`config.mk`:
```
export PLATFORM = sky130hd
export DESIGN_NAME = drive_warning_reporter
export DESIGN_NICKNAME = d
export VERILOG_FILES = /design/src/rtl/warn_pkg.sv /design/src/rtl/drive_warning_reporter.sv
export SDC_FILE = /design/constraint.sdc
export NUM_CORES = 2
export LEC_CHECK = 0
export ABC_AREA = 1
export BUFFER_PORTS_ARGS = -buffer_cell sky130_fd_sc_hd__clkbuf_2
export CELL_PAD_IN_SITES_DETAIL_PLACEMENT = 0
export CELL_PAD_IN_SITES_GLOBAL_PLACEMENT = 2
export CORE_MARGIN = 1
export CORE_UTILIZATION = 35
export CTS_BUF_LIST = sky130_fd_sc_hd__clkbuf_16
export DETAILED_ROUTE_END_ITERATION = 6
export PLACE_DENSITY_LB_ADDON = 0.1
export SLEW_MARGIN = 10
export SYNTH_ARGS = -nofsm -noshare
export SYNTH_HDL_FRONTEND = slang
export SYNTH_SLANG_ARGS = --single-unit
```
`constraint.sdc`:
```
create_clock -name pclk -period 8.58 [get_ports pclk]
set_input_delay 0.429 -clock pclk [delete_from_list [all_inputs] [get_ports pclk]]
set_output_delay 0.429 -clock pclk [all_outputs]
set_load 0.02 [all_outputs]
```
`src/rtl/warn_pkg.sv`:
```
/*
  Constants, types and register map of the drive warning reporter.
  Assumes a single 100 MHz clock domain and an APB master on that clock.
*/
`default_nettype none
package warn_pkg;
  localparam int NWARN = 15;
  // Register byte offsets
  localparam logic [7:0] OFS_EXCESS_LVL  = 8'h00;
  localparam logic [7:0] OFS_WARN_PCT    = 8'h04;
  localparam logic [7:0] OFS_SON_LVL     = 8'h08;
  localparam logic [7:0] OFS_SON_PCT     = 8'h0C;
  localparam logic [7:0] OFS_VIB_SEL     = 8'h10;
  localparam logic [7:0] OFS_OH_LVL      = 8'h14;
  localparam logic [7:0] OFS_BASIC_B     = 8'h18;
  localparam logic [7:0] OFS_RIPPLE_SEL  = 8'h1C;
  localparam logic [7:0] OFS_OT_SEL      = 8'h20;
  localparam logic [7:0] OFS_MAINT_SEL   = 8'h24;
  localparam logic [7:0] OFS_STATUSWORD  = 8'h28;
  localparam logic [7:0] OFS_ERROR_CODE  = 8'h2C;
  localparam logic [7:0] OFS_CONTROLWORD = 8'h30;
  localparam logic [7:0] OFS_ACTIVE      = 8'h34;
  // Field positions and values
  localparam int         WARN_BIT       = 7;
  localparam int         FAULT_RST_BIT  = 7;
  localparam logic [3:0] GEN_DETECT     = 4'h0;
  localparam logic [3:0] VIB_WARN       = 4'h1;
  localparam logic [3:0] BATT_WARN      = 4'h1;
  localparam logic [3:0] RIPPLE_DETECT  = 4'h0;
  localparam logic [3:0] UV_WARN        = 4'h1;
  localparam logic [3:0] OT_WARN        = 4'h1;
  localparam logic [3:0] MAINT_WARN     = 4'h1;
  // Reset values
  localparam logic [31:0] RST_EXCESS_LVL = 32'h0000_1000;
  localparam logic [15:0] RST_PCT        = 16'h0064;
  localparam logic [15:0] RST_SEL        = 16'h0000;
  localparam logic [15:0] RST_OH_LVL     = 16'h0100;
  // Warning codes, index 0 is 900h
  localparam logic [NWARN-1:0][15:0] WARN_CODES = {
    16'h09B0, 16'h09A0, 16'h0971, 16'h0942, 16'h093B, 16'h0930, 16'h0923, 16'h0921,
    16'h0920, 16'h0913, 16'h0912, 16'h0911, 16'h0910, 16'h0901, 16'h0900};
  localparam logic [15:0] NO_CODE = 16'h0000;
  // Panel timing
  localparam int CHAR_TIME_MS = 500;
  localparam int CLK_KHZ      = 100000;
  // Panel characters
  localparam logic [7:0] CH_A     = 8'h41;
  localparam logic [7:0] CH_DOT   = 8'h2E;
  localparam logic [7:0] CH_BLANK = 8'h20;

  typedef struct packed {
    logic [31:0] pos_deviation;
    logic        servo_on;
    logic        overload_pre;
    logic        vibration;
    logic        ctrl_temp_abn;
    logic        power_temp_abn;
    logic        regen_pre;
    logic        dbrake_pre;
    logic        fan_stopped;
    logic        battery_low;
    logic [15:0] overheat_protect_input;
    logic        ripple_mismatch;
    logic        undervoltage_pre;
    logic        overtravel;
    logic        life_end;
  } monitor_s;

  typedef enum logic [5:0] {
    DISP_IDLE = 6'b000001,
    DISP_A    = 6'b000010,
    DISP_DOT  = 6'b000100,
    DISP_D2   = 6'b001000,
    DISP_D1   = 6'b010000,
    DISP_D0   = 6'b100000
  } disp_e;
endpackage : warn_pkg
`default_nettype wire

```
`src/rtl/drive_warning_reporter.sv`:
```
/*
  Warning detection and reporting: APB parameter/status registers,
  warning latch, error code, emergency message and panel display.
  Assumes monitor inputs come from logic on pclk.
*/
// Design decisions made here: the register offsets and the APB interface to the registers.
`timescale 1ns/1ns
`default_nettype none
module drive_warning_reporter
  import warn_pkg::*;
#(
  parameter int CHAR_CYCLES = CHAR_TIME_MS * CLK_KHZ
) (
  input  wire logic        pclk,
  input  wire logic        presetn,
  input  wire logic        psel,
  input  wire logic        penable,
  input  wire logic        pwrite,
  input  wire logic [7:0]  paddr,
  input  wire logic [31:0] pwdata,
  output logic      [31:0] prdata,
  output logic             pready,
  output logic             pslverr,
  input  wire monitor_s    mon,
  input  wire logic        emcy_ready,
  output logic             emcy_valid,
  output logic      [15:0] emcy_code,
  output logic             warn_bit,
  output logic      [15:0] error_code,
  output logic      [7:0]  panel_char
);

  // ----------------------------------------------------------------
  // Helpers
  // ----------------------------------------------------------------
  function automatic logic exceeds(input logic [31:0] dev, input logic [31:0] lvl,
                                   input logic [15:0] pct);
    logic [47:0] lhs;
    logic [47:0] rhs;
    lhs = 48'(dev) * 48'h64;
    rhs = 48'(lvl) * 48'(pct);
    return lhs > rhs;
  endfunction : exceeds

  function automatic logic [7:0] hex_char(input logic [3:0] d);
    return (d < 4'hA) ? (8'h30 + 8'(d)) : (8'h57 + 8'(d));
  endfunction : hex_char

  // True when code belongs to a warning whose active bit is set
  function automatic logic code_live(input logic [15:0] code, input logic [NWARN-1:0] act);
    logic hit;
    hit = 1'b0;
    for (int i = 0; i < NWARN; i++) begin
      if (act[i] && WARN_CODES[i] == code) begin
        hit = 1'b1;
      end
    end
    return hit;
  endfunction : code_live

  // ----------------------------------------------------------------
  // APB registers
  // ----------------------------------------------------------------
  logic [31:0] excess_lvl_r;
  logic [15:0] warn_pct_r;
  logic [31:0] son_lvl_r;
  logic [15:0] son_pct_r;
  logic [15:0] vib_sel_r;
  logic [15:0] oh_lvl_r;
  logic [15:0] basic_b_r;
  logic [15:0] ripple_sel_r;
  logic [15:0] ot_sel_r;
  logic [15:0] maint_sel_r;
  logic [NWARN-1:0] active_r;
  logic [15:0] last_code_r;
  logic        acc;
  logic        wr;
  logic        fault_reset;
  logic        mapped;

  assign acc         = psel & penable & pready;
  assign wr          = acc & pwrite & ~pslverr;
  assign fault_reset = wr && paddr == OFS_CONTROLWORD && pwdata[FAULT_RST_BIT];

  always_comb begin
    case (paddr)
      OFS_EXCESS_LVL, OFS_WARN_PCT, OFS_SON_LVL, OFS_SON_PCT, OFS_VIB_SEL, OFS_OH_LVL,
      OFS_BASIC_B, OFS_RIPPLE_SEL, OFS_OT_SEL, OFS_MAINT_SEL, OFS_STATUSWORD,
      OFS_ERROR_CODE, OFS_CONTROLWORD, OFS_ACTIVE: mapped = 1'b1;
      default: mapped = 1'b0;
    endcase
  end

  always_ff @(posedge pclk or negedge presetn) begin
    if (!presetn) begin
      pready  <= 1'b0;
      pslverr <= 1'b0;
      prdata  <= 32'h0000_0000;
    end else begin
      pready  <= psel & penable & ~pready;
      pslverr <= psel & penable & ~pready & ~mapped;
      prdata  <= 32'h0000_0000;
      if (psel && penable && !pready && !pwrite) begin
        case (paddr)
          OFS_EXCESS_LVL: prdata <= excess_lvl_r;
          OFS_WARN_PCT:   prdata <= {16'h0000, warn_pct_r};
          OFS_SON_LVL:    prdata <= son_lvl_r;
          OFS_SON_PCT:    prdata <= {16'h0000, son_pct_r};
          OFS_VIB_SEL:    prdata <= {16'h0000, vib_sel_r};
          OFS_OH_LVL:     prdata <= {16'h0000, oh_lvl_r};
          OFS_BASIC_B:    prdata <= {16'h0000, basic_b_r};
          OFS_RIPPLE_SEL: prdata <= {16'h0000, ripple_sel_r};
          OFS_OT_SEL:     prdata <= {16'h0000, ot_sel_r};
          OFS_MAINT_SEL:  prdata <= {16'h0000, maint_sel_r};
          OFS_STATUSWORD: prdata <= {24'h00_0000, warn_bit, 7'h00};
          OFS_ERROR_CODE: prdata <= {16'h0000, error_code};
          OFS_ACTIVE:     prdata <= {17'h0_0000, active_r};
          default:        prdata <= 32'h0000_0000;
        endcase
      end
    end
  end

  always_ff @(posedge pclk or negedge presetn) begin
    if (!presetn) begin
      excess_lvl_r <= RST_EXCESS_LVL;
      warn_pct_r   <= RST_PCT;
      son_lvl_r    <= RST_EXCESS_LVL;
      son_pct_r    <= RST_PCT;
      vib_sel_r    <= RST_SEL;
      oh_lvl_r     <= RST_OH_LVL;
      basic_b_r    <= RST_SEL;
      ripple_sel_r <= RST_SEL;
      ot_sel_r     <= RST_SEL;
      maint_sel_r  <= RST_SEL;
    end else if (wr) begin
      case (paddr)
        OFS_EXCESS_LVL: excess_lvl_r <= pwdata;
        OFS_WARN_PCT:   warn_pct_r   <= pwdata[15:0];
        OFS_SON_LVL:    son_lvl_r    <= pwdata;
        OFS_SON_PCT:    son_pct_r    <= pwdata[15:0];
        OFS_VIB_SEL:    vib_sel_r    <= pwdata[15:0];
        OFS_OH_LVL:     oh_lvl_r     <= pwdata[15:0];
        OFS_BASIC_B:    basic_b_r    <= pwdata[15:0];
        OFS_RIPPLE_SEL: ripple_sel_r <= pwdata[15:0];
        OFS_OT_SEL:     ot_sel_r     <= pwdata[15:0];
        OFS_MAINT_SEL:  maint_sel_r  <= pwdata[15:0];
        default: ;
      endcase
    end
  end

  // ----------------------------------------------------------------
  // Detection
  // ----------------------------------------------------------------
  logic             servo_on_d_r;
  logic             gen_en;
  logic [NWARN-1:0] cond;
  logic [NWARN-1:0] cond_d_r;
  logic [NWARN-1:0] rise;

  assign gen_en = basic_b_r[11:8] == GEN_DETECT;

  always_comb begin
    cond[0]  = gen_en & exceeds(mon.pos_deviation, excess_lvl_r, warn_pct_r);
    cond[1]  = gen_en & mon.servo_on & ~servo_on_d_r
             & exceeds(mon.pos_deviation, son_lvl_r, son_pct_r);
    cond[2]  = gen_en & mon.overload_pre;
    cond[3]  = gen_en & mon.vibration & (vib_sel_r[3:0] == VIB_WARN);
    cond[4]  = gen_en & mon.ctrl_temp_abn;
    cond[5]  = gen_en & mon.power_temp_abn;
    cond[6]  = gen_en & mon.regen_pre;
    cond[7]  = gen_en & mon.dbrake_pre;
    cond[8]  = gen_en & mon.fan_stopped;
    cond[9]  = gen_en & mon.battery_low & (basic_b_r[3:0] == BATT_WARN);
    cond[10] = gen_en & (mon.overheat_protect_input > oh_lvl_r);
    cond[11] = gen_en & mon.ripple_mismatch & (ripple_sel_r[7:4] == RIPPLE_DETECT);
    cond[12] = mon.undervoltage_pre & (basic_b_r[7:4] == UV_WARN);
    cond[13] = mon.overtravel & mon.servo_on & (ot_sel_r[15:12] == OT_WARN);
    cond[14] = gen_en & mon.life_end & (maint_sel_r[3:0] == MAINT_WARN);
  end

  assign rise = cond & ~cond_d_r;

  always_ff @(posedge pclk or negedge presetn) begin
    if (!presetn) begin
      servo_on_d_r <= 1'b0;
      cond_d_r     <= '0;
    end else begin
      servo_on_d_r <= mon.servo_on;
      cond_d_r     <= cond;
    end
  end

  // ----------------------------------------------------------------
  // Warning latch and error code
  // ----------------------------------------------------------------
  logic [NWARN-1:0] active_nxt;
  logic [15:0]      code_nxt;

  // Falls back to a still active code once the latest one is cleared
  always_comb begin
    code_nxt = last_code_r;
    if (!code_live(last_code_r, active_nxt)) begin
      for (int i = 0; i < NWARN; i++) begin
        if (active_nxt[i]) begin
          code_nxt = WARN_CODES[i];
        end
      end
    end
    for (int i = 0; i < NWARN; i++) begin
      if (rise[i]) begin
        code_nxt = WARN_CODES[i];
      end
    end
  end

  // Set wins over fault reset
  assign active_nxt = (fault_reset ? '0 : active_r) | cond;

  always_ff @(posedge pclk or negedge presetn) begin
    if (!presetn) begin
      active_r    <= '0;
      last_code_r <= NO_CODE;
      warn_bit    <= 1'b0;
      error_code  <= NO_CODE;
    end else begin
      active_r    <= active_nxt;
      last_code_r <= code_nxt;
      warn_bit    <= |active_nxt;
      error_code  <= (|active_nxt) ? code_nxt : NO_CODE;
    end
  end

  // ----------------------------------------------------------------
  // Emergency message
  // ----------------------------------------------------------------
  always_ff @(posedge pclk or negedge presetn) begin
    if (!presetn) begin
      emcy_valid <= 1'b0;
      emcy_code  <= NO_CODE;
    end else if (|rise) begin
      emcy_valid <= 1'b1;
      emcy_code  <= code_nxt;
    end else if (emcy_ready) begin
      emcy_valid <= 1'b0;
    end
  end

  // ----------------------------------------------------------------
  // Panel display
  // ----------------------------------------------------------------
  disp_e       disp_r;
  logic [31:0] char_cnt_r;
  logic        char_done;

  assign char_done = char_cnt_r == 32'(CHAR_CYCLES - 1);

  always_ff @(posedge pclk or negedge presetn) begin
    if (!presetn) begin
      char_cnt_r <= 32'h0000_0000;
    end else if (disp_r == DISP_IDLE || char_done) begin
      char_cnt_r <= 32'h0000_0000;
    end else begin
      char_cnt_r <= char_cnt_r + 32'h0000_0001;
    end
  end

  always_ff @(posedge pclk or negedge presetn) begin
    if (!presetn) begin
      disp_r     <= DISP_IDLE;
      panel_char <= CH_BLANK;
    end else begin
      case (disp_r)
        DISP_IDLE: begin
          panel_char <= CH_BLANK;
          if (warn_bit) begin
            disp_r     <= DISP_A;
            panel_char <= CH_A;
          end
        end
        DISP_A: if (char_done) begin
          disp_r     <= DISP_DOT;
          panel_char <= CH_DOT;
        end
        DISP_DOT: if (char_done) begin
          disp_r     <= DISP_D2;
          panel_char <= hex_char(error_code[11:8]);
        end
        DISP_D2: if (char_done) begin
          disp_r     <= DISP_D1;
          panel_char <= hex_char(error_code[7:4]);
        end
        DISP_D1: if (char_done) begin
          disp_r     <= DISP_D0;
          panel_char <= hex_char(error_code[3:0]);
        end
        DISP_D0: if (char_done) begin
          disp_r     <= DISP_IDLE;
          panel_char <= CH_BLANK;
        end
        default: begin
          disp_r     <= DISP_IDLE;
          panel_char <= CH_BLANK;
        end
      endcase
    end
  end

  // ----------------------------------------------------------------
  // Assertions
  // ----------------------------------------------------------------
  warn_bit_set_a: assert property (@(posedge pclk) disable iff (!presetn)
    (|cond) |=> warn_bit) else $error("warning bit not set");
  warn_bit_clr_a: assert property (@(posedge pclk) disable iff (!presetn)
    (!fault_reset && active_r == '0 && cond == '0) |=> !warn_bit)
    else $error("warning bit set without warning");
  code_latest_a: assert property (@(posedge pclk) disable iff (!presetn)
    (rise[0] && rise[14:1] == '0) |=> error_code == WARN_CODES[0])
    else $error("error code not latest");
  code_zero_a: assert property (@(posedge pclk) disable iff (!presetn)
    !warn_bit |-> error_code == NO_CODE) else $error("stale error code");
  code_live_a: assert property (@(posedge pclk) disable iff (!presetn)
    warn_bit |-> code_live(error_code, active_r)) else $error("error code not active");
  emcy_sent_a: assert property (@(posedge pclk) disable iff (!presetn)
    (|rise) |=> emcy_valid && emcy_code == $past(code_nxt))
    else $error("emergency not sent");
  set_wins_a: assert property (@(posedge pclk) disable iff (!presetn)
    fault_reset |=> active_r == $past(cond)) else $error("set lost to clear");
  clear_ok_a: assert property (@(posedge pclk) disable iff (!presetn)
    (fault_reset && cond == '0) |=> active_r == '0) else $error("fault reset ignored");
  uv_indep_a: assert property (@(posedge pclk) disable iff (!presetn)
    (mon.undervoltage_pre && basic_b_r[7:4] == UV_WARN) |=> warn_bit && active_r[12])
    else $error("undervoltage gated wrongly");
  ot_servo_a: assert property (@(posedge pclk) disable iff (!presetn)
    !mon.servo_on |-> !cond[13]) else $error("overtravel without servo on");
  vib_gate_a: assert property (@(posedge pclk) disable iff (!presetn)
    (vib_sel_r[3:0] != VIB_WARN) |-> !cond[3]) else $error("vibration not gated");
  panel_start_a: assert property (@(posedge pclk) disable iff (!presetn)
    (disp_r == DISP_IDLE && warn_bit) |=> panel_char == CH_A ##0 disp_r == DISP_A)
    else $error("panel did not start");
  apb_wait_a: assert property (@(posedge pclk) disable iff (!presetn)
    (psel && !penable) ##1 (psel && penable) |-> !pready ##1 pready)
    else $error("apb answer timing");

  warn_cov_c:  cover property (@(posedge pclk) disable iff (!presetn) $rose(warn_bit));
  multi_cov_c: cover property (@(posedge pclk) disable iff (!presetn) rise[0] ##[1:20] rise[2]);
  clr_cov_c:   cover property (@(posedge pclk) disable iff (!presetn) warn_bit && fault_reset);
  panel_cov_c: cover property (@(posedge pclk) disable iff (!presetn) disp_r == DISP_D0);

endmodule : drive_warning_reporter
`default_nettype wire

```
==> impl_metrics.ini <==
[status]
status = complete, but fails checks
violations = setup timing

[global_routing]
use_met1 = 0.366
grt_pass1_wl_um = 318000
gr-total-overflow = 0
grt_pass1_vias = 51600
grt_max_degree = 143
use_met3 = 0.0338
grt-busiest-layer = met2
grtUsageMet2 = 0.442
track_usage = 0.265
antenna_found_initial = 33

[floorplan]
core_mm2 = 0.157
dieArea_mm2 = 0.160
die_x_um = 400
rows = 145
initial_utilization = 0.354
boundaryPins = 183
die_y_um = 400

[power_and_ir_drop]
power.share.clock = 0.358
power_switching_mw = 2.48
swShare = 0.391
power.leakage_nw = 37.7
powerDensity_mw_per_mm2 = 91.9
combPwrFrac = 0.363
ir_worst_vdd_mv = 0.201
p_seq_frac = 0.279
power.internal_mw = 3.86

[detailed_routing]
routed-via-count = 48400
vias_per_cell = 4.74
first_pass_iters = 5
drc = 0
ant_nets = 0
drt-total-wl_um = 207000
drtIter0Drc = 2958
routedWlPerCell_um = 20.3

[finish]
fillers = 16300
multi_input_area_mm2 = 0.0401
num-nets-final = 9519
utilization = 0.439
stdcell_area_mm2 = 0.0689
layout-drive-gt1-share = 0.193
areaGrowthSynthToFinish_pct = 24.2
seqCellArea_mm2 = 0.00884

[timing]
post-route-min-period_ps = 8650
finalSetupViolations = 13
max_freq_mhz = 116
grt_setup_unrepaired = true
finClkSkew_ps = 53.9
maxSlewHeadroom = 0.103
post-route-period-util = 1.01
worst_pin_slew_ps = 1340
hold_viol = 0
drv_slew = 0
fin_ws_ps = -71.0

[worst_hold_path]
worstHoldStart = mon[24]
hold_end = cond_d_r[5]$_DFF_PN0_
hp-class = primary input to flop
hold_depth = 3

[yosys]
ys_ff_latch = 352
async_reset_ff_frac = 1.00
synth_mux_area_frac = 0.000203
yosys.area.top_type = fa_1
synth_most_common_cell = nand2_1
synth_warnings = 0
yosys.area_share.adder = 0.409
synth_compound_area_frac = 0.0683
synth_top_area_frac = 0.311
synth_top_family_by_area = adder cells
synth-simple-area-share = 0.193
ys_seq_area_frac = 0.159
yosys-top-cells-area = fa_1, dfrtp_1, nand2_1
yosys.cell_types.count = 69
synth-xor-area-share = 0.0169
netlist_area_mm2 = 0.0555
synth_flop_cell = dfrtp_1
syn_inst = 7343
synth_edf_count = 0
synth_commonest_cells = nand2_1, inv_1, fa_1
syn_area_per_cell_um2 = 7.56

[cts]
path_clk_slew_ps = 70
cts-root-buf = clkbuf_16
htreeDepth = 2
cts_tree = built
clkLatencyLatePin_ps = 670
cts_max_path_buffers = 3
cts_buffers = 50
cts_sinks = 352

[placement]
place.gp.congestion = 0.898
port-buffer-count = 181
placed_cell_area_mm2 = 0.0642
dpl.hpwl_um = 174000

[worst_setup_path]
worstPathArrival_ps = 9240
path_max_fanout = 4
rr_worst_depth = 51
worst_setup_path_start_kind = flop
rr_endpoint = emcy_code[1]$_DFFE_PN0P_
critPathBufInv = 15
crit_slowest_cell = dfstp_2
crit_required_ps = 9170
r2r-start = son_pct_r[2]$_DFFE_PN1P_
path_class = flop to flop
regToRegSetupSlack_ps = -70
slowest_delay_ps = 580
worstSetupEndpointType = flop
path_delay_family = adder cells

[run]
cap_violations = 0
flip-flops by register name, indices dropped and copies added (netlist names), 32 cells and up:
register and flops:
char_cnt_r 32, excess_lvl_r 32, prdata 32, son_lvl_r 32
metrics by stage:
stage                     hold slack [ps]  power (mW)  setup slack [ps]  setup TNS, ps  cells
after floorplan                       133        2.89               463              0   7350
after global placement                435        3.93              -636         -10870  10000
after detailed placement              445        3.94              -590         -11280  10000
after CTS                            9.65        6.29             -68.8           -279  10200
after global routing                 47.1        6.67              -586         -13040  10200
final                                60.1        6.33             -71.0           -556  10200
worst min-delay path: cells and delay by family:
| kind | cells | cell delay [ps] |
|---|---|---|
| buffers and inverters | 2 | 140 |
| and+or+nand+nor | 1 | 90 |
area by class of cell:
class,count,area share
multi-input combinational,4744,0.582
timing repair buffer,1030,0.121
timing repair inverter,1,0.0000726
clock buffer,50,0.0182
antenna,7,0.000254
sequential,352,0.128
tap,2058,0.0374
inverter,1936,0.106
clock inverter,42,0.00701
metal layers:
layer | routed length (µm) | up-vias
li1 | - | 23100
met1 | 93900 | 24100
met2 | 97400 | 1066
met3 | 11000 | 186
met4 | 5060 | 12
met5 | 89 | -
cells in the final DEF, fill, tap and decap left out, types with 12 or more instances in the layout:
cell	instances
a21oi_1	172
buf_4	734
xor2_1	50
buf_6	35
buf_12	69
a31oi_1	25
o21bai_1	12
o21ai_0	254
inv_1	1879
nor3_1	42
a21oi_2	34
dfrtp_2	13
nand2_4	22
clkbuf_2	180
nand3_1	109
nand2_2	91
nor4_1	17
a221oi_1	41
xnor2_1	41
dfrtp_1	328
nor2_2	33
nand3_2	26
clkbuf_16	51
fa_1	836
nor2_4	31
nand4_1	44
nor2_1	254
o21ai_1	19
nand2_1	1965
ha_4	39
ha_1	390
inv_2	61
fa_2	27
timing repair:
item | in CTS | in global routing
cloned | 4 | 2
pin swaps | 142 | 156
setup buffers | 56 | 43
hold buffers | 4 | 0
gates resized for setup | 268 | 244
hold endpoints to repair | 101 | 0
setup endpoints to repair | 41 | 41
worst max-delay path by stage:
| stage | slack, ps | to | startpoint | cells after the start |
|---|---|---|---|---|
| final | -70 | emcy_code[1]$_DFFE_PN0P_ | son_pct_r[2]$_DFFE_PN1P_ | 51 |
| after global routing | -590 | error_code[0]$_DFF_PN0_ | warn_pct_r[2]$_DFFE_PN1P_ | 67 |
| after CTS | -70 | emcy_code[1]$_DFFE_PN0P_ | son_pct_r[2]$_DFFE_PN1P_ | 57 |
| after detailed placement | -590 | emcy_code[1]$_DFFE_PN0P_ | son_pct_r[2]$_DFFE_PN1P_ | 49 |
| after floorplan | 460 | emcy_code[0]$_DFFE_PN0P_ | excess_lvl_r[12]$_DFFE_PN1P_ | 60 |
| after global placement | -640 | emcy_code[1]$_DFFE_PN0P_ | son_pct_r[2]$_DFFE_PN1P_ | 49 |
power groups by stage:
stage	Clock [mW]	Combinational, mW	Sequential, mW
2_1_floorplan	0	1.08	1.81
3_3_place_gp	0	2.13	1.79
3_5_place_dp	0	2.14	1.80
4_1_cts	2.32	2.20	1.77
5_1_grt	2.38	2.53	1.77
6_report	2.27	2.30	1.77
logic make-up (layout without fill, tap and decap cells):
kind of cell,after synthesis,in the layout
adder cells (fa/ha/maj),1297,1297
flip-flops,352,352
XOR/XNOR,107,107
other,1,15
multiplexers,1,1
buffers and inverters,2254,3059
AND/OR/NAND/NOR,2673,2673
AO/OA/AOI/OAI,658,658
Note: power is estimated with default switching activity, not from simulation.
